**config.mk**
```make
export PLATFORM = sky130hd
export DESIGN_NAME = rcwa_top
export DESIGN_NICKNAME = d
export VERILOG_FILES = /design/src/rcwa_bcd_ctr.v /design/src/rcwa_top.v
export VERILOG_INCLUDE_DIRS = /design/src
export SDC_FILE = /design/constraint.sdc
export NUM_CORES = 1
export LEC_CHECK = 0
export ABC_AREA = 1
export BUFFER_PORTS_ARGS = -buffer_cell sky130_fd_sc_hd__buf_2
export CAP_MARGIN = 20
export CORE_MARGIN = 1.5
export CORE_UTILIZATION = 65
export CTS_BUF_LIST = sky130_fd_sc_hd__clkbuf_2 sky130_fd_sc_hd__clkbuf_4 sky130_fd_sc_hd__clkbuf_8
export CTS_CLUSTER_DIAMETER = 100
export DETAILED_ROUTE_END_ITERATION = 16
export GPL_ROUTABILITY_DRIVEN = 0
export GPL_TIMING_DRIVEN = 0
export PLACE_DENSITY_LB_ADDON = 0.05
export SYNTH_ARGS = -nofsm -noshare
export SYNTH_HDL_FRONTEND = slang
export SYNTH_SLANG_ARGS = --single-unit
```
**constraint.sdc**
```tcl
create_clock -name clk_sys_in -period 5.9 [get_ports clk_sys_in]
set_input_delay 1.77 -clock clk_sys_in [delete_from_list [all_inputs] [get_ports clk_sys_in]]
set_output_delay 1.77 -clock clk_sys_in [all_outputs]
set_load 0.05 [all_outputs]
```
**src/rcwa_consts.vh**
```
// Constants for the calendar clock with pointer-indexed value windows
`ifndef RCWA_CONSTS_VH
`define RCWA_CONSTS_VH
// Register word addresses on the plain register port
`define RCWA_ADDR_CFG 3'h0
`define RCWA_ADDR_ALCFG 3'h1
`define RCWA_ADDR_VAL 3'h2
`define RCWA_ADDR_ALVAL 3'h3
`define RCWA_ADDR_KEY 3'h4
`define RCWA_ADDR_PAD 3'h5
// Timekeeper configuration fields
`define RCWA_CFG_EN 15
`define RCWA_CFG_UNLOCK 13
`define RCWA_CFG_SYNC 12
`define RCWA_CFG_HALF 11
`define RCWA_CFG_OE 10
`define RCWA_CFG_PTR_HI 9
`define RCWA_CFG_PTR_LO 8
// Alarm configuration fields
`define RCWA_AL_EN 15
`define RCWA_AL_CHIME 14
`define RCWA_AL_MASK_HI 13
`define RCWA_AL_MASK_LO 10
// Pad configuration field: seconds clock select
`define RCWA_PAD_SECSEL 1
// Pointer codes
`define RCWA_PTR_MINSEC 2'h0
`define RCWA_PTR_WDHR 2'h1
`define RCWA_PTR_MTHDAY 2'h2
`define RCWA_PTR_YEAR 2'h3
// Unlock key values and window length in clock cycles
`define RCWA_KEY_FIRST 8'h55
`define RCWA_KEY_SECOND 8'hAA
`define RCWA_KEY_WINDOW 2'h2
// Timebase: 32768 pulses of the crystal form one second
`define RCWA_PRESCALE_TOP 15'h7FFF
`define RCWA_SYNC_LEAD 15'h0020
// Reset values of the calendar fields
`define RCWA_RST_SEC 8'h00
`define RCWA_RST_MIN 8'h00
`define RCWA_RST_HOUR 8'h00
`define RCWA_RST_WDAY 8'h00
`define RCWA_RST_DAY 8'h01
`define RCWA_RST_MONTH 8'h01
`define RCWA_RST_YEAR 8'h00
// Field limits in BCD
`define RCWA_MAX_SEC 8'h59
`define RCWA_MAX_HOUR 8'h23
`define RCWA_MAX_WDAY 8'h06
`define RCWA_MAX_MONTH 8'h12
`define RCWA_MAX_YEAR 8'h99
`define RCWA_MIN_ZERO 8'h00
`define RCWA_MIN_ONE 8'h01
`endif

```
**src/rcwa_bcd_ctr.v**
```verilog
// Two-digit BCD counter with load, bounded range and wrap carry
`timescale 1ns/10ps
`default_nettype none
module rcwa_bcd_ctr #(
   parameter [7:0] RST_VAL = 8'h00
) (
   input wire clk_sys_in,
   input wire nrst_in,
   input wire inc_in,
   input wire load_in,
   input wire [7:0] load_val_in,
   input wire [7:0] lo_in,
   input wire [7:0] hi_in,
   output wire [7:0] val_out,
   output wire wrap_out
);
   reg [7:0] val;
   reg [7:0] next_val;

   assign val_out = val;
   // Carry is combinational so the whole cascade ripples in one tick
   assign wrap_out = inc_in & ~load_in & (val >= hi_in);

   // Decimal increment: ones roll at 9, whole field rolls at the limit
   always @* begin
      if (val >= hi_in) begin
         next_val = lo_in;
      end else if (val[3:0] == 4'h9) begin
         next_val = {val[7:4] + 4'h1, 4'h0};
      end else begin
         next_val = {val[7:4], val[3:0] + 4'h1};
      end
   end

   // Software load wins over a tick in the same cycle
   always @(posedge clk_sys_in or negedge nrst_in) begin
      if (!nrst_in) begin
         val <= RST_VAL;
      end else if (load_in) begin
         val <= load_val_in;
      end else if (inc_in) begin
         val <= next_val;
      end
   end
endmodule
`default_nettype wire

```
**src/rcwa_top.v**
```verilog
// Calendar clock with unlock-guarded timer window and alarm window
// Summary of operation
// RQ1: Keep 24-hour time and weekday, date, month, year, all in BCD.
// RQ2: Year runs 00 to 99, i.e. 2000 through 2099, then wraps.
// RQ3: February gets day 29 automatically in every fourth year.
// RQ4: One-second steps; the half of the current second is readable.
// RQ5: System supplies a 32.768 kHz crystal clock as timebase.
// RQ6: Output pin carries alarm pulse or seconds clock by selection.
// RQ7: Calibration adds or removes up to 512 pulses each minute.
// RQ8: Timer window pointer sits at config bits 9:8.
// RQ9: Timer codes: minsec, weekday-hours, month-day, year low only.
// RQ10: High-byte timer window write decrements pointer, holding at 00.
// RQ11: Alarm window pointer sits at alarm config bits 9:8.
// RQ12: Alarm codes: minsec, weekday-hours, month-day; code 11 unmapped.
// RQ13: High-byte alarm window write decrements pointer, holding at 00.
// RQ14: Any window read decrements its pointer; low-byte writes do not.
// RQ15: Timer value writes are ignored unless write-unlock is set.
// RQ16: Write-unlock may be set only just after keys 55h then AAh.
// RQ17: Software should keep write-unlock clear when not setting time.
// RQ18: Enable bit accepts writes only while write-unlock is set.
// RQ19: Divide crystal by 32768 and cascade BCD carries with month limits.
// RQ20: Crystal clock is synchronised before any logic looks at it.
//
// Implementation choices: strobed register access and the address map.
`timescale 1ns/10ps
`default_nettype none
`include "rcwa_consts.vh"
module rcwa_top (
   input wire clk_sys_in,
   input wire nrst_in,
   input wire xtal_clk_in,
   input wire [2:0] addr_in,
   input wire [15:0] wr_data_in,
   input wire [1:0] wr_be_in,
   input wire wr_in,
   input wire rd_in,
   output reg [15:0] rd_data_out,
   output reg rtc_pin_out
);
   // **********
   // Crystal synchroniser and second divider
   // **********
   localparam KEY_IDLE = 1'b0;
   localparam KEY_GOT_FIRST = 1'b1;

   reg xtal_s1;
   reg xtal_s2;
   reg xtal_s3;
   wire xtal_edge;
   reg [14:0] prescale;
   reg [9:0] cal_skip;
   reg sec_tick;
   reg sec_tick_d;
   reg half_tick;
   reg [7:0] neg_mag;

   // Control registers
   reg tk_enable;
   reg timer_write_unlock;
   reg out_enable;
   reg [1:0] value_window_pointer;
   reg [7:0] cal;
   reg alarm_enable;
   reg chime;
   reg [3:0] alarm_mask;
   reg [1:0] alarm_window_pointer;
   reg [7:0] alarm_repeat;
   reg sec_select;
   reg [7:0] alarm_seconds;
   reg [7:0] alarm_minutes;
   reg [7:0] alarm_hours;
   reg [7:0] alarm_weekday;
   reg [7:0] alarm_day;
   reg [7:0] alarm_month;
   reg key_state;
   reg [1:0] key_win;
   reg alarm_toggle;

   // Decoded bus accesses
   wire wr_cfg = wr_in & (addr_in == `RCWA_ADDR_CFG);
   wire wr_alcfg = wr_in & (addr_in == `RCWA_ADDR_ALCFG);
   wire wr_val = wr_in & (addr_in == `RCWA_ADDR_VAL);
   wire wr_alval = wr_in & (addr_in == `RCWA_ADDR_ALVAL);
   wire wr_key = wr_in & (addr_in == `RCWA_ADDR_KEY) & wr_be_in[0];
   wire wr_pad = wr_in & (addr_in == `RCWA_ADDR_PAD) & wr_be_in[0];
   wire rd_val = rd_in & (addr_in == `RCWA_ADDR_VAL);
   wire rd_alval = rd_in & (addr_in == `RCWA_ADDR_ALVAL);

   // Time field wiring
   wire [7:0] sec;
   wire [7:0] min;
   wire [7:0] hour;
   wire [7:0] wday;
   wire [7:0] day;
   wire [7:0] month;
   wire [7:0] year;
   wire sec_wrap;
   wire min_wrap;
   wire hour_wrap;
   wire day_wrap;
   wire month_wrap;
   wire year_wrap_unused;
   reg [7:0] day_max;
   reg leap;

   // Only the second and third stages feed logic; the crystal is another clock
   always @(posedge clk_sys_in or negedge nrst_in) begin // RQ20
      if (!nrst_in) begin
         xtal_s1 <= 1'b0;
         xtal_s2 <= 1'b0;
         xtal_s3 <= 1'b0;
      end else begin
         xtal_s1 <= xtal_clk_in;
         xtal_s2 <= xtal_s1;
         xtal_s3 <= xtal_s2;
      end
   end
   assign xtal_edge = xtal_s2 & ~xtal_s3; // RQ5

   // Magnitude of a negative calibration value, 1 to 128
   always @* begin
      neg_mag = 8'h00 - cal;
   end

   wire minsec_lo_load = wr_val & wr_be_in[0] & timer_write_unlock &
      (value_window_pointer == `RCWA_PTR_MINSEC);

   // Divider: 32768 crystal pulses per second, trimmed once a minute
   always @(posedge clk_sys_in or negedge nrst_in) begin
      if (!nrst_in) begin
         prescale <= 15'h0000;
         cal_skip <= 10'h000;
         sec_tick <= 1'b0;
         half_tick <= 1'b0;
      end else begin
         sec_tick <= 1'b0;
         half_tick <= 1'b0;
         if (minsec_lo_load) begin
            // Writing seconds restarts the second, so its half reads 0
            prescale <= 15'h0000;
            cal_skip <= 10'h000;
         end else if (tk_enable && xtal_edge) begin
            if (cal_skip != 10'h000) begin
               cal_skip <= cal_skip - 10'h001; // RQ7
            end else if (prescale == `RCWA_PRESCALE_TOP) begin // RQ19
               sec_tick <= 1'b1;
               prescale <= 15'h0000;
               if (sec == `RCWA_MAX_SEC) begin
                  // Minute boundary: apply the drift trim
                  if (cal[7]) begin
                     cal_skip <= {neg_mag, 2'b00}; // RQ7
                  end else begin
                     prescale <= {5'h00, cal, 2'b00}; // RQ7
                  end
               end
            end else begin
               prescale <= prescale + 15'h0001;
               if (prescale == 15'h3FFF) begin
                  half_tick <= 1'b1;
               end
            end
         end
      end
   end

   // **********
   // Calendar cascade
   // **********
   // Leap year within 00..99: every year divisible by four
   always @* begin // RQ3
      leap = (~year[4] & ((year[3:0] == 4'h0) | (year[3:0] == 4'h4) |
         (year[3:0] == 4'h8))) | (year[4] & ((year[3:0] == 4'h2) |
         (year[3:0] == 4'h6)));
      case (month)
         8'h02: begin
            day_max = leap ? 8'h29 : 8'h28;
         end
         8'h04, 8'h06, 8'h09, 8'h11: begin
            day_max = 8'h30;
         end
         default: begin
            day_max = 8'h31;
         end
      endcase
   end

   // Timer window loads, dropped while locked
   wire val_ok = wr_val & timer_write_unlock; // RQ15
   wire ptr0 = (value_window_pointer == `RCWA_PTR_MINSEC); // RQ9
   wire ptr1 = (value_window_pointer == `RCWA_PTR_WDHR);
   wire ptr2 = (value_window_pointer == `RCWA_PTR_MTHDAY);
   wire ptr3 = (value_window_pointer == `RCWA_PTR_YEAR);
   wire ld_sec = val_ok & wr_be_in[0] & ptr0;
   wire ld_min = val_ok & wr_be_in[1] & ptr0;
   wire ld_hour = val_ok & wr_be_in[0] & ptr1;
   wire ld_wday = val_ok & wr_be_in[1] & ptr1;
   wire ld_day = val_ok & wr_be_in[0] & ptr2;
   wire ld_month = val_ok & wr_be_in[1] & ptr2;
   wire ld_year = val_ok & wr_be_in[0] & ptr3;

   // Seconds through years, 24-hour, BCD, years 2000 to 2099
   rcwa_bcd_ctr #(.RST_VAL(`RCWA_RST_SEC)) u_sec ( // RQ1
      .clk_sys_in(clk_sys_in), .nrst_in(nrst_in), .inc_in(sec_tick), // RQ4
      .load_in(ld_sec), .load_val_in(wr_data_in[7:0]),
      .lo_in(`RCWA_MIN_ZERO), .hi_in(`RCWA_MAX_SEC),
      .val_out(sec), .wrap_out(sec_wrap));
   rcwa_bcd_ctr #(.RST_VAL(`RCWA_RST_MIN)) u_min (
      .clk_sys_in(clk_sys_in), .nrst_in(nrst_in), .inc_in(sec_wrap),
      .load_in(ld_min), .load_val_in(wr_data_in[15:8]),
      .lo_in(`RCWA_MIN_ZERO), .hi_in(`RCWA_MAX_SEC),
      .val_out(min), .wrap_out(min_wrap));
   rcwa_bcd_ctr #(.RST_VAL(`RCWA_RST_HOUR)) u_hour (
      .clk_sys_in(clk_sys_in), .nrst_in(nrst_in), .inc_in(min_wrap),
      .load_in(ld_hour), .load_val_in(wr_data_in[7:0]),
      .lo_in(`RCWA_MIN_ZERO), .hi_in(`RCWA_MAX_HOUR),
      .val_out(hour), .wrap_out(hour_wrap));
   rcwa_bcd_ctr #(.RST_VAL(`RCWA_RST_WDAY)) u_wday (
      .clk_sys_in(clk_sys_in), .nrst_in(nrst_in), .inc_in(hour_wrap),
      .load_in(ld_wday), .load_val_in(wr_data_in[15:8]),
      .lo_in(`RCWA_MIN_ZERO), .hi_in(`RCWA_MAX_WDAY),
      .val_out(wday), .wrap_out());
   rcwa_bcd_ctr #(.RST_VAL(`RCWA_RST_DAY)) u_day ( // RQ19
      .clk_sys_in(clk_sys_in), .nrst_in(nrst_in), .inc_in(hour_wrap),
      .load_in(ld_day), .load_val_in(wr_data_in[7:0]),
      .lo_in(`RCWA_MIN_ONE), .hi_in(day_max),
      .val_out(day), .wrap_out(day_wrap));
   rcwa_bcd_ctr #(.RST_VAL(`RCWA_RST_MONTH)) u_month (
      .clk_sys_in(clk_sys_in), .nrst_in(nrst_in), .inc_in(day_wrap),
      .load_in(ld_month), .load_val_in(wr_data_in[15:8]),
      .lo_in(`RCWA_MIN_ONE), .hi_in(`RCWA_MAX_MONTH),
      .val_out(month), .wrap_out(month_wrap));
   rcwa_bcd_ctr #(.RST_VAL(`RCWA_RST_YEAR)) u_year ( // RQ2
      .clk_sys_in(clk_sys_in), .nrst_in(nrst_in), .inc_in(month_wrap),
      .load_in(ld_year), .load_val_in(wr_data_in[7:0]),
      .lo_in(`RCWA_MIN_ZERO), .hi_in(`RCWA_MAX_YEAR),
      .val_out(year), .wrap_out(year_wrap_unused));

   // **********
   // Unlock sequence and control registers
   // **********
   // A short key window keeps a stray store from unlocking
   always @(posedge clk_sys_in or negedge nrst_in) begin // RQ16
      if (!nrst_in) begin
         key_state <= KEY_IDLE;
         key_win <= 2'h0;
      end else begin
         if (key_win != 2'h0) begin
            key_win <= key_win - 2'h1;
         end
         if (wr_key) begin
            case (key_state)
               KEY_IDLE: begin
                  if (wr_data_in[7:0] == `RCWA_KEY_FIRST) begin
                     key_state <= KEY_GOT_FIRST;
                  end
               end
               KEY_GOT_FIRST: begin
                  key_state <= (wr_data_in[7:0] == `RCWA_KEY_FIRST) ? KEY_GOT_FIRST : KEY_IDLE;
                  if (wr_data_in[7:0] == `RCWA_KEY_SECOND) begin
                     key_win <= `RCWA_KEY_WINDOW;
                  end
               end
               default: begin
                  key_state <= KEY_IDLE;
               end
            endcase
         end
      end
   end

   // Timekeeper configuration and its window pointer
   always @(posedge clk_sys_in or negedge nrst_in) begin
      if (!nrst_in) begin
         tk_enable <= 1'b0;
         timer_write_unlock <= 1'b0;
         out_enable <= 1'b0;
         value_window_pointer <= 2'h0;
         cal <= 8'h00;
      end else begin
         if (wr_cfg && wr_be_in[1]) begin
            if (timer_write_unlock) begin
               tk_enable <= wr_data_in[`RCWA_CFG_EN]; // RQ18
            end
            // Clearing is always allowed; setting needs the key window
            if (!wr_data_in[`RCWA_CFG_UNLOCK] || key_win != 2'h0) begin
               timer_write_unlock <= wr_data_in[`RCWA_CFG_UNLOCK]; // RQ16
            end
            out_enable <= wr_data_in[`RCWA_CFG_OE];
            value_window_pointer <=
               wr_data_in[`RCWA_CFG_PTR_HI:`RCWA_CFG_PTR_LO]; // RQ8
         end else if ((rd_val || (wr_val && wr_be_in[1])) &&
            value_window_pointer != 2'h0) begin
            value_window_pointer <= value_window_pointer - 2'h1; // RQ10 RQ14
         end
         if (wr_cfg && wr_be_in[0]) begin
            cal <= wr_data_in[7:0]; // RQ7
         end
      end
   end

   // Alarm configuration, alarm fields and alarm pointer
   wire al_ptr0 = (alarm_window_pointer == `RCWA_PTR_MINSEC); // RQ12
   wire al_ptr1 = (alarm_window_pointer == `RCWA_PTR_WDHR);
   wire al_ptr2 = (alarm_window_pointer == `RCWA_PTR_MTHDAY);
   reg alarm_fire;

   always @(posedge clk_sys_in or negedge nrst_in) begin
      if (!nrst_in) begin
         alarm_enable <= 1'b0;
         chime <= 1'b0;
         alarm_mask <= 4'h0;
         alarm_window_pointer <= 2'h0;
         alarm_repeat <= 8'h00;
         alarm_seconds <= 8'h00;
         alarm_minutes <= 8'h00;
         alarm_hours <= 8'h00;
         alarm_weekday <= 8'h00;
         alarm_day <= 8'h00;
         alarm_month <= 8'h00;
         sec_select <= 1'b0;
      end else begin
         if (wr_alcfg && wr_be_in[1]) begin
            alarm_enable <= wr_data_in[`RCWA_AL_EN];
            chime <= wr_data_in[`RCWA_AL_CHIME];
            alarm_mask <= wr_data_in[`RCWA_AL_MASK_HI:`RCWA_AL_MASK_LO];
            alarm_window_pointer <=
               wr_data_in[`RCWA_CFG_PTR_HI:`RCWA_CFG_PTR_LO]; // RQ11
         end else begin
            if ((rd_alval || (wr_alval && wr_be_in[1])) &&
               alarm_window_pointer != 2'h0) begin
               alarm_window_pointer <= alarm_window_pointer - 2'h1; // RQ13 RQ14
            end
            // Last event of a non-chiming alarm switches it off
            if (alarm_fire && alarm_repeat == 8'h00 && !chime) begin
               alarm_enable <= 1'b0;
            end
         end
         if (wr_alcfg && wr_be_in[0]) begin
            alarm_repeat <= wr_data_in[7:0];
         end else if (alarm_fire && (alarm_repeat != 8'h00 || chime)) begin
            alarm_repeat <= alarm_repeat - 8'h01;
         end
         if (wr_alval && wr_be_in[0]) begin
            if (al_ptr0) alarm_seconds <= wr_data_in[7:0];
            if (al_ptr1) alarm_hours <= wr_data_in[7:0];
            if (al_ptr2) alarm_day <= wr_data_in[7:0];
         end
         if (wr_alval && wr_be_in[1]) begin
            if (al_ptr0) alarm_minutes <= wr_data_in[15:8];
            if (al_ptr1) alarm_weekday <= wr_data_in[15:8];
            if (al_ptr2) alarm_month <= wr_data_in[15:8];
         end
         if (wr_pad) begin
            sec_select <= wr_data_in[`RCWA_PAD_SECSEL];
         end
      end
   end

   // **********
   // Alarm compare and output pin
   // **********
   // Compare one cycle after the tick, once the cascade has settled
   wire m_sec = (sec == alarm_seconds);
   wire m_min = m_sec & (min == alarm_minutes);
   wire m_hour = m_min & (hour == alarm_hours);
   always @* begin
      case (alarm_mask)
         4'h0: alarm_fire = half_tick | sec_tick_d;
         4'h1: alarm_fire = sec_tick_d;
         4'h2: alarm_fire = sec_tick_d & (sec[3:0] == alarm_seconds[3:0]);
         4'h3: alarm_fire = sec_tick_d & m_sec;
         4'h4: alarm_fire = sec_tick_d & m_sec & (min[3:0] == alarm_minutes[3:0]);
         4'h5: alarm_fire = sec_tick_d & m_min;
         4'h6: alarm_fire = sec_tick_d & m_hour;
         4'h7: alarm_fire = sec_tick_d & m_hour & (wday == alarm_weekday);
         4'h8: alarm_fire = sec_tick_d & m_hour & (day == alarm_day);
         4'h9: alarm_fire = sec_tick_d & m_hour & (day == alarm_day) &
            (month == alarm_month);
         default: alarm_fire = 1'b0;
      endcase
      alarm_fire = alarm_fire & alarm_enable;
   end

   // Pin shows one-second square wave or an alarm toggle
   always @(posedge clk_sys_in or negedge nrst_in) begin // RQ6
      if (!nrst_in) begin
         sec_tick_d <= 1'b0;
         alarm_toggle <= 1'b0;
         rtc_pin_out <= 1'b0;
      end else begin
         sec_tick_d <= sec_tick;
         if (alarm_fire) begin
            alarm_toggle <= ~alarm_toggle;
         end
         rtc_pin_out <= out_enable & (sec_select ? ~prescale[14] : alarm_toggle);
      end
   end

   // **********
   // Read port
   // **********
   // Data stand only in the cycle after the read strobe
   always @(posedge clk_sys_in or negedge nrst_in) begin
      if (!nrst_in) begin
         rd_data_out <= 16'h0000;
      end else if (rd_in) begin
         case (addr_in)
            `RCWA_ADDR_CFG: rd_data_out <= {tk_enable, 1'b0, timer_write_unlock,
               (prescale >= `RCWA_PRESCALE_TOP - `RCWA_SYNC_LEAD), prescale[14], // RQ4
               out_enable, value_window_pointer, cal};
            `RCWA_ADDR_ALCFG: rd_data_out <= {alarm_enable, chime, alarm_mask,
               alarm_window_pointer, alarm_repeat};
            `RCWA_ADDR_VAL: begin // RQ9
               case (value_window_pointer)
                  `RCWA_PTR_MINSEC: rd_data_out <= {min, sec};
                  `RCWA_PTR_WDHR: rd_data_out <= {wday, hour};
                  `RCWA_PTR_MTHDAY: rd_data_out <= {month, day};
                  default: rd_data_out <= {8'h00, year};
               endcase
            end
            `RCWA_ADDR_ALVAL: begin // RQ12
               case (alarm_window_pointer)
                  `RCWA_PTR_MINSEC: rd_data_out <= {alarm_minutes, alarm_seconds};
                  `RCWA_PTR_WDHR: rd_data_out <= {alarm_weekday, alarm_hours};
                  `RCWA_PTR_MTHDAY: rd_data_out <= {alarm_month, alarm_day};
                  default: rd_data_out <= 16'h0000;
               endcase
            end
            `RCWA_ADDR_PAD: rd_data_out <= {14'h0000, sec_select, 1'b0};
            default: rd_data_out <= 16'h0000;
         endcase
      end else begin
         rd_data_out <= 16'h0000;
      end
   end
endmodule
`default_nettype wire

```
==> impl_metrics.yaml, run 1 <==
run_status:
  outcome: "finished, final reports clean"
critical_path:
  worstSetupStartpointType: "primary input"
  critical_path.max_fanout: 10
  critPathSlowestCell: "nand3_2"
  cp.required_ns: 6.32
  cpPeakStageDelay_ns: 0.22
  end_kind: "register"
  crit_chain: "buf_2, nand2_1, inv_1, nand3_2, nand2_1, nor2_4, nand3_4, nor3_2, nand3_1, nand2_2, buf_6, nand3_1, nand2_1"
  crit_buf_inv: 3
  arrival_ns: 3.71
  path_delay_family: "simple AND/OR/NAND/NOR gates"
  critical_path_class: "in2reg"
  r2r_start: "u_month.val_out[0]"
  worstSetupStartpoint: "wr_in"
  cpMostUsedCell: "nand2_1"
placement:
  dp_cells: 1730
  numPortBuffers: 42
  dpl.hpwl_mm: 24.9
  placed_cell_area_um2: 11800
grt:
  grt_max_degree: 113
  grt_overflow: 0
  grt_pass1_vias: 9940
  antenna_found_initial: 0
  grt_first_pass_wirelength_mm: 52.7
  grt_usage: 0.381
logic_synthesis:
  ys_types: 50
  synth_xor_area_frac: 0.0468
  synth-edff-count: 0
  synthSimpleGateAreaFrac: 0.246
  ys_top_cells_by_area: "dfrtp_1 41%, nand2_1 12%, inv_1 6.3%"
  syn_area_per_cell_um2: 7.66
  synth_compound_area_frac: 0.170
  synthArstFlopShare: 1.00
  muxShareOfSynthArea: 0
  synth-adder-area-share: 0.0390
  synth_top_family_by_area: "simple AND/OR/NAND/NOR gates"
  synth_nets: 1528
  yosysWarnings: 0
  netlist_instances: 1467
  synth_top_area_share: 0.410
  syn_area_um2: 11200
  synthFlopType: "dfrtp_1"
  seq_area_frac_synth: 0.414
  yosysTopAreaCell: "dfrtp_1"
  ys_seq_elements: 186
pwr:
  combPwrFrac: 0.325
  p_leak_nw: 5.78
  clock_power_share: 0.220
  ir_worst_vdd_v: 0.000223
  power_density_nw_per_um2: 325
  p_int_mw: 2.31
  switching_share: 0.415
  p_switching_mw: 1.64
  pwr-share-seq: 0.455
routing:
  first_iter_violations: 1480
  vias: 10900
  drc: 0
  drt-pass1-iter-count: 6
  postRouteAntennaNets: 0
  viasPerCell: 6.21
  routedWlPerCell_um: 18.9
  finalWirelength_mm: 33.3
floorplan:
  num_rows: 47
  die_y_um: 134
  pin_count: 43
  die_w_um: 134
  dieArea_um2: 18100
  fp.coreArea_um2: 16800
  start_util: 0.670
final_layout:
  instances_no_fill: 1762
  areaGrowthSynthToFinish_pct: 8.11
  diodes: 0
  final_cell_area_um2: 12100
  drive_gt1_frac: 0.0863
  nets: 1590
  utilization: 0.725
hold_path:
  hold_class: "reg2reg"
  worstHoldStart: "xtal_s1"
clock_network:
  postCtsHoldBufs: 0
  cts.clk_slew.worst_paths_ns: 0.10
  htree_num_levels: 4
  clockBufferDepth: 2
  post-cts-setup-buffers: 0
  cts_resized: 0
  insertion_delay_ns: 0.49
  cts-root-buf: "clkbuf_8"
  cts.sinks: 186
  cts_tree: "yes"
  cts_buffers: 17
sta:
  tightest_slew_ns: 1.16
  slew_viol_final: 0
  rsz0062_at_grt: "false"
  finalCritPeriodShare: 0.557
  period_needed_ns: 3.29
  max-slew-margin-rel: 0.219
  setup_tns_ns: 0
  hold_viol: 0
  timing.fmax_ghz: 0.304
  finalSetupViolCount: 0
  clock_skew_ns: 0.0113
run:
  drv_cap: 0
==> path summary, 6_finish.rpt <==
path / to / slack [ns] / cells past startpoint
max: u_year.val_out[5] / 2.61 / 13
min: xtal_s2 / 0.36 / 0
max reg2reg: u_year.val_out[5] / 2.76 / 19
min reg2reg: xtal_s2 / 0.36 / 0
max in group asynchronous: cal_skip[8] / 3.72 / 2
min in group asynchronous: u_wday.val_out[5] / 1.21 / 1
==> flip-flops by register name (all words and copies together) (netlist names), 2 cells and up <==
| name | flops |
|---|---|
| u_month.val_out | 8 |
| alarm_window_pointer | 2 |
| u_day.val_out | 8 |
| alarm_weekday | 8 |
| alarm_minutes | 8 |
| value_window_pointer | 2 |
| rd_data_out | 16 |
| cal_skip | 10 |
| alarm_mask | 4 |
| u_min.val_out | 8 |
| alarm_hours | 8 |
| prescale | 15 |
| u_hour.val_out | 8 |
| u_wday.val_out | 8 |
| key_win | 2 |
| alarm_day | 8 |
| u_sec.val_out | 8 |
| alarm_repeat | 8 |
| alarm_month | 8 |
| cal | 8 |
| alarm_seconds | 8 |
| u_year.val_out | 8 |
==> kinds of logic (layout without fill, tap and decap cells) <==
logic type | after synthesis | count (layout)
AO/OA/AOI/OAI | 317 | 317
XOR/XNOR | 60 | 60
adder cells (fa/ha/maj) | 35 | 35
buffers and inverters | 241 | 316
flip-flops | 186 | 186
AND/OR/NAND/NOR | 628 | 628
==> layout make-up <==
class                           count  area (um2)
Buffer                             37         179
Clock buffer                       17         234
Clock inverter                     15         154
Fill cell                        1398        4610
Inverter                          204         766
Multi-Input combinational cell   1040        5640
Sequential cell                   186        4660
Tap cell                          220         275
Timing Repair Buffer               43         248
==> cells in the final DEF (no fill, tap or decap), types with 4 or more instances in the layout <==
master / count
nand2_1: 364
inv_1: 190
dfrtp_1: 184
o21ai_0: 134
nor2_1: 86
nand3_1: 84
a21oi_1: 49
buf_2: 46
xnor2_1: 38
o22ai_1: 36
ha_1: 35
nor3_1: 30
o221ai_1: 29
clkbuf_1: 25
xor2_1: 22
nand4_1: 21
clkbuf_8: 17
o211ai_1: 13
a22oi_1: 11
o21ai_1: 11
inv_2: 10
a31oi_1: 7
nand2_2: 6
o32ai_1: 6
inv_6: 6
nor3_2: 5
nor4_1: 5
or2_2: 5
clkinv_1: 4
a211oi_1: 4
nor2_2: 4
nor2_4: 4
==> cells in the mapped netlist, types with 2 or more instances <==
master / instances
a211oi_1: 4
a21oi_1: 49
a22oi_1: 11
a31oi_1: 7
a41oi_1: 3
buf_2: 5
buf_4: 3
buf_6: 3
clkbuf_1: 25
clkinv_1: 4
dfrtp_1: 184
dfstp_2: 2
ha_1: 35
inv_1: 190
inv_2: 10
nand2_1: 364
nand2_2: 6
nand2_4: 2
nand3_1: 84
nand3_2: 3
nand3_4: 3
nand3b_1: 2
nand4_1: 21
nor2_1: 86
nor2_2: 4
nor2_4: 4
nor3_1: 30
nor3_2: 5
nor3b_1: 3
nor4_1: 5
o2111ai_1: 3
o211ai_1: 13
o21a_1: 2
o21ai_0: 134
o21ai_1: 11
o221ai_1: 29
o22ai_1: 36
o31ai_1: 3
o32ai_1: 6
or2_2: 5
xnor2_1: 38
xor2_1: 22
==> metrics by stage <==
stage                     setup WS [ns]  hold slack, ns  total power [mW]
after floorplan                    2.77           0.331              2.61
after global placement           0.0556           0.345              2.99
after detailed placement           2.17           0.346              3.04
after CTS                          2.68           0.368              3.90
after global routing               2.51           0.371              4.16
final                              2.61           0.362              3.95
==> metal layers <==
metal / global-route usage / wire length, um / vias to the layer above
met5: 0 / 0 / -
met1: 0.527 / 13600 / 5122
met3: 0.0721 / 3380 / 125
met4: 0.203 / 1700 / 0
li1: - / - / 5020
met2: 0.571 / 14500 / 671
==> power groups by stage <==
| stage | logic, mW | registers, mW | clock network [mW] |
|---|---|---|---|
| after floorplan | 0.853 | 1.76 | 0 |
| after global placement | 1.20 | 1.80 | 0 |
| after detailed placement | 1.24 | 1.80 | 0 |
| after CTS | 1.25 | 1.78 | 0.871 |
| after global routing | 1.42 | 1.82 | 0.918 |
| final | 1.28 | 1.80 | 0.868 |
Power figures use the tool's default switching activity.
==> run 2: changes to the inputs <==
==> constraint.sdc (replaced) <==
create_clock -name clk_sys_in -period 3.1 [get_ports clk_sys_in]
set_input_delay 0.93 -clock clk_sys_in [delete_from_list [all_inputs] [get_ports clk_sys_in]]
set_output_delay 0.93 -clock clk_sys_in [all_outputs]
set_load 0.05 [all_outputs]
==> run 2 against run 1 <==
Effect of this change:
- clock skew barely moved
- power rose by 90%
- final cell count did not move
- critical path depth rose by 6
- worst setup slack got worse by 2.4 ns
- sequential share of layout area fell by 0.087 points
- wire length barely moved
- register-to-register slack got worse by 2.6 ns
==> impl_metrics.yaml, run 2 (same netlist as run 1, synthesis figures left out) <==
final_layout:
  regArea_um2: 4660
  fillCellCount: 1395
  largest_reg_flops: 16
  regMostFlops: "rd_data_out"
  multi_input_area_um2: 5660
  nets: 1590
  utilization: 0.726
  final_common_cell: "nand2_1"
  layout_common_cells: "364 x nand2_1, 190 x inv_1, 184 x dfrtp_1"
  drive_gt1_frac: 0.0882
  areaGrowthSynthToFinish_pct: 8.35
  diodes: 0
  largest_registers: "rd_data_out x16, prescale x15, cal_skip x10"
sta:
  max-slew-margin-rel: 0.243
  fin_ws_ns: 0.205
  slew_viol_final: 0
  hold_viol: 0
  period_needed_ns: 2.90
  clock_skew_ns: 0.0114
  finalCritPeriodShare: 0.934
  setup_tns_ns: 0
  finalSetupViolCount: 0
  timing.fmax_ghz: 0.345
  tightest_slew_ns: 1.13
  rsz0062_at_grt: "false"
  fin_hold_ws_ns: 0.364
pwr:
  ir_worst_vdd_v: 0.000424
  power_density_nw_per_um2: 617
  finalPower_mw: 7.51
  p_leak_nw: 5.79
critical_path:
  arrival_ns: 3.33
  end_kind: "register"
  path_delay_family: "simple AND/OR/NAND/NOR gates"
  critPathSlowestCell: "dfstp_2"
  crit_chain: "inv_1, nor2_1, inv_1, nor3_4, a31oi_1, o221a_2, ha_1, nand2_1, nand2_1, nand2_1, nand2_1, nand3_1, inv_1, nor3_2, nand3_2, nand2_2, buf_6, nand3_1, nand2_1"
  cp.depth: 19
  critical_path.max_fanout: 10
  cp.required_ns: 3.53
  r2r_start: "u_month.val_out[0]"
  cpPeakStageDelay_ns: 0.60
  critical_path_class: "reg2reg"
  cpMostUsedCell: "nand2_1"
  crit_buf_inv: 4
  r2r-end: "u_year.val_out[5]"
  r2r.worst_path.cells: 19
  r2r_setup_slack_ns: 0.20
  worstSetupStartpointType: "register"
routing:
  routedWlPerCell_um: 18.9
  viasPerCell: 6.20
  vias: 10900
  drc: 0
  drt-pass1-iter-count: 6
  postRouteAntennaNets: 0
  finalWirelength_mm: 33.3
  first_iter_violations: 1585
run:
  drv_cap: 0
clock_network:
  cts.clk_slew.worst_paths_ns: 0.10
  htree_num_levels: 4
  cts-root-buf: "clkbuf_8"
  clockBufferDepth: 2
  cts_buffers: 17
  insertion_delay_ns: 0.49
  cts_tree: "yes"
  cts.sinks: 186
  postCtsHoldBufs: 0
floorplan:
  die_y_um: 134
  num_rows: 47
  die_w_um: 134
  start_util: 0.670
  pin_count: 43
  fp.coreArea_um2: 16800
  dieArea_um2: 18100
grt:
  antenna_found_initial: 0
  grt_overflow: 0
  grt_first_pass_wirelength_mm: 52.7
  grt_pass1_vias: 9940
  grt_usage: 0.381
  grt_max_degree: 113
hold_path:
  whs_path_depth: 0
  holdPathEnd: "xtal_s2"
  hold_class: "reg2reg"
  worstHoldStart: "xtal_s1"
placement:
  dpl.hpwl_mm: 24.9
  dp_slack_ns: 0.0501
  numPortBuffers: 42
run_status:
  outcome: "finished, final reports clean"
## run 2: cell counts in the layout (fill, tap and decap cells not counted)
No cell type changed its count.
## run 2: worst max-delay path by stage
stage	from	slack [ns]	endpoint
after floorplan	u_month.val_out[0]	0.49	u_year.val_out[4]
after global placement	nrst_in	-1.90	cal_skip[1]
after detailed placement	u_month.val_out[0]	0.05	u_year.val_out[5]
after CTS	u_month.val_out[0]	0.02	u_year.val_out[5]
after global routing	u_month.val_out[0]	0.008	u_year.val_out[3]
final	u_month.val_out[0]	0.20	u_year.val_out[5]
## run 2: layer usage
layer	routed length, um	share of wire	global-route usage	vias to the layer above
li1	-	-	-	5025
met1	13700	0.41	0.527	5078
met2	14500	0.44	0.571	681
met3	3350	0.10	0.0721	136
met4	1730	0.052	0.203	0
met5	0	0	0	-
## run 2: repair_timing
action	4_1_cts	5_1_grt
hold endpoints to repair	0	0
gates resized for setup	0	5
setup buffers	0	0
setup endpoints to repair	0	11
## run 2: worst register-to-register path: cells and delay by family, from the launching register on
kind,cells,cell delay (ns)
flops,1,0.60
compound gates,2,0.34
buf+inv,4,0.46
simple gates,12,1.26
fa+ha+maj,1,0.17
## run 2: area by class of cell
cell class,instances,share of cell area
tap,220,0.0226
multi-input combinational,1040,0.465
sequential,186,0.382
clock buffer,17,0.0192
timing repair buffer,43,0.0203
buffer,37,0.0147
inverter,204,0.0629
clock inverter,15,0.0126
## run 2: through the flow
stage / instance area [um2] / cells
CTS: 12100 / 1762
floorplan: 11200 / 1467
global placement: 11700 / 1729
detailed placement: 11800 / 1730
global route: 12200 / 1762
finish: 12200 / 1762
## run 2: power breakdown
| group | internal [mW] | total (mW) | switching [mW] |
|---|---|---|---|
| Combinational | 0.855 | 2.45 | 1.59 |
| Sequential | 2.87 | 3.42 | 0.546 |
| Clock | 0.667 | 1.65 | 0.985 |
==> run 3: changes to the inputs <==
--- a/config.mk
+++ b/config.mk
@@ -17,6 +17,7 @@
 export GPL_ROUTABILITY_DRIVEN = 0
 export GPL_TIMING_DRIVEN = 0
 export PLACE_DENSITY_LB_ADDON = 0.05
+export RECOVER_POWER = 50
 export SYNTH_ARGS = -nofsm -noshare
 export SYNTH_HDL_FRONTEND = slang
 export SYNTH_SLANG_ARGS = --single-unit
==> run 3 against run 2 <==
Effect of this change:
- the run now ends with capacitance limit, slew limit left
- cell area fell by 0.11%
- sequential share of layout area barely moved
- sequential cell count did not move
- clock skew rose by 0.0026 ns
- largest cell class unchanged
==> impl_metrics.yaml, run 3 (same netlist as run 1, synthesis figures left out) <==
run_status:
  outcome: "finished, violations left"
  violations: "capacitance limit, slew limit"
sta:
  slew_viol_final: 75
  period_needed_ns: 2.90
  finalCritPeriodShare: 0.935
  clock_skew_ns: 0.0139
  finalSetupViolCount: 0
  rsz0062_at_grt: "false"
  timing.fmax_ghz: 0.345
  setup_tns_ns: 0
  tightest_slew_ns: 1.97
  hold_viol: 0
  fin_hold_ws_ns: 0.361
  max-slew-margin-rel: -0.310
placement:
  numPortBuffers: 42
  dpl.hpwl_mm: 24.9
critical_path:
  end_kind: "register"
  critical_path_class: "reg2reg"
  r2r_setup_slack_ns: 0.20
  cp.required_ns: 3.53
  worstSetupStartpointType: "register"
  worstSetupStartpoint: "u_month.val_out[0]"
  arrival_ns: 3.33
  critical_path.max_fanout: 10
  r2r-end: "u_year.val_out[5]"
  r2r.worst_path.cells: 19
  r2r_start: "u_month.val_out[0]"
hold_path:
  worstHoldStart: "xtal_s1"
  whs_path_depth: 0
  holdPathEnd: "xtal_s2"
  hold_class: "reg2reg"
final_layout:
  utilization: 0.726
  final_common_cell: "nand2_1"
  drive_gt1_frac: 0.0863
  regMostFlops: "rd_data_out"
  areaGrowthSynthToFinish_pct: 8.23
  largest_reg_flops: 16
  multi_input_area_um2: 5660
  layout_common_cells: "364 x nand2_1, 190 x inv_1, 184 x dfrtp_1"
  nets: 1590
  regArea_um2: 4660
  largest_registers: "rd_data_out x16, prescale x15, cal_skip x10"
  fillCellCount: 1397
  diodes: 0
routing:
  vias: 10900
  drt-pass1-iter-count: 7
  viasPerCell: 6.21
  finalWirelength_mm: 33.3
  drc: 0
  routedWlPerCell_um: 18.9
  first_iter_violations: 1592
  postRouteAntennaNets: 0
run:
  drv_cap: 1
pwr:
  finalPower_mw: 7.51
  p_int_mw: 4.39
  ir_worst_vdd_v: 0.000427
  power_density_nw_per_um2: 617
  p_leak_nw: 5.78
  combPwrFrac: 0.326
  clock_power_share: 0.219
  switching_share: 0.415
  p_switching_mw: 3.12
  pwr-share-seq: 0.455
clock_network:
  htree_num_levels: 4
  post-cts-setup-buffers: 0
  cts.sinks: 186
  clockBufferDepth: 2
  postCtsHoldBufs: 0
  cts.clk_slew.worst_paths_ns: 0.10
  cts_buffers: 17
  cts_tree: "yes"
  insertion_delay_ns: 0.49
  cts-root-buf: "clkbuf_8"
grt:
  grt_pass1_vias: 9940
  grt_first_pass_wirelength_mm: 52.7
  antenna_found_initial: 0
  grt_max_degree: 113
  grt_overflow: 0
  grt_usage: 0.381
floorplan:
  die_y_um: 134
  fp.coreArea_um2: 16800
  dieArea_um2: 18100
  num_rows: 47
  start_util: 0.670
  die_w_um: 134
  pin_count: 43
run 3: cell types whose count changed in the layout (fill, tap and decap cells not counted), sizes merged:
cell	delta
buf	-4
clkbuf	+4
run 3: metal layers:
layer / vias to the layer above / routed length [um] / global-route usage
met4: 0 / 1720 / 0.203
met5: - / 0 / 0
met2: 689 / 14500 / 0.571
met3: 132 / 3340 / 0.0721
met1: 5097 / 13800 / 0.527
li1: 5027 / - / -
run 3: through the flow:
stage          instance area [um2]  instances  setup WS [ns]
6_report                     12200       1762          0.202
5_1_grt                      12200       1762        0.00758
4_1_cts                      12100       1762         0.0189
3_5_place_dp                 11800       1730         0.0501
3_3_place_gp                 11700       1729          -1.90
2_1_floorplan                11200       1467          0.494
run 3: worst max-delay path by stage:
stage | end | slack, ns | cells after the start
3_5_place_dp | u_year.val_out[5] | 0.05 | 19
2_1_floorplan | u_year.val_out[4] | 0.49 | 19
6_report | u_year.val_out[5] | 0.20 | 19
3_3_place_gp | cal_skip[1] | -1.90 | 1
5_1_grt | u_year.val_out[3] | 0.008 | 19
4_1_cts | u_year.val_out[5] | 0.02 | 19
run 3: cell type report:
cell class / instances / area share
plain buffers: 37 / 0.0147
clock buffers: 17 / 0.0192
clock inverters: 15 / 0.0127
inverters: 204 / 0.0630
multi-input cells: 1040 / 0.466
flip-flops and latches: 186 / 0.383
well taps: 220 / 0.0226
repair buffers: 43 / 0.0192
run 3: worst max-delay path, cell delays in order (launching register included):
cell and delay [ns]:
dfstp_2 0.60, inv_1 0.11, nor2_1 0.14, inv_1 0.10
nor3_4 0.17, a31oi_1 0.09, o221a_2 0.25, ha_1 0.17
nand2_1 0.06, nand2_1 0.05, nand2_1 0.05, nand2_1 0.04
nand3_1 0.15, inv_1 0.10, nor3_2 0.17, nand3_2 0.14
nand2_2 0.12, buf_6 0.15, nand3_1 0.07, nand2_1 0.09
run 3: power groups by stage:
| stage | Sequential [mW] | Combinational (mW) | Clock, mW |
|---|---|---|---|
| final | 3.42 | 2.44 | 1.64 |
| after global routing | 3.47 | 2.71 | 1.75 |
| after CTS | 3.39 | 2.37 | 1.66 |
| after detailed placement | 3.43 | 2.36 | 0 |
| after global placement | 3.42 | 2.28 | 0 |
| after floorplan | 3.35 | 1.62 | 0 |
run 3: timing repair:
item,CTS,global route
endpoints found under the hold margin,0,0
endpoints found under the setup margin,0,11
gates resized for setup,0,5
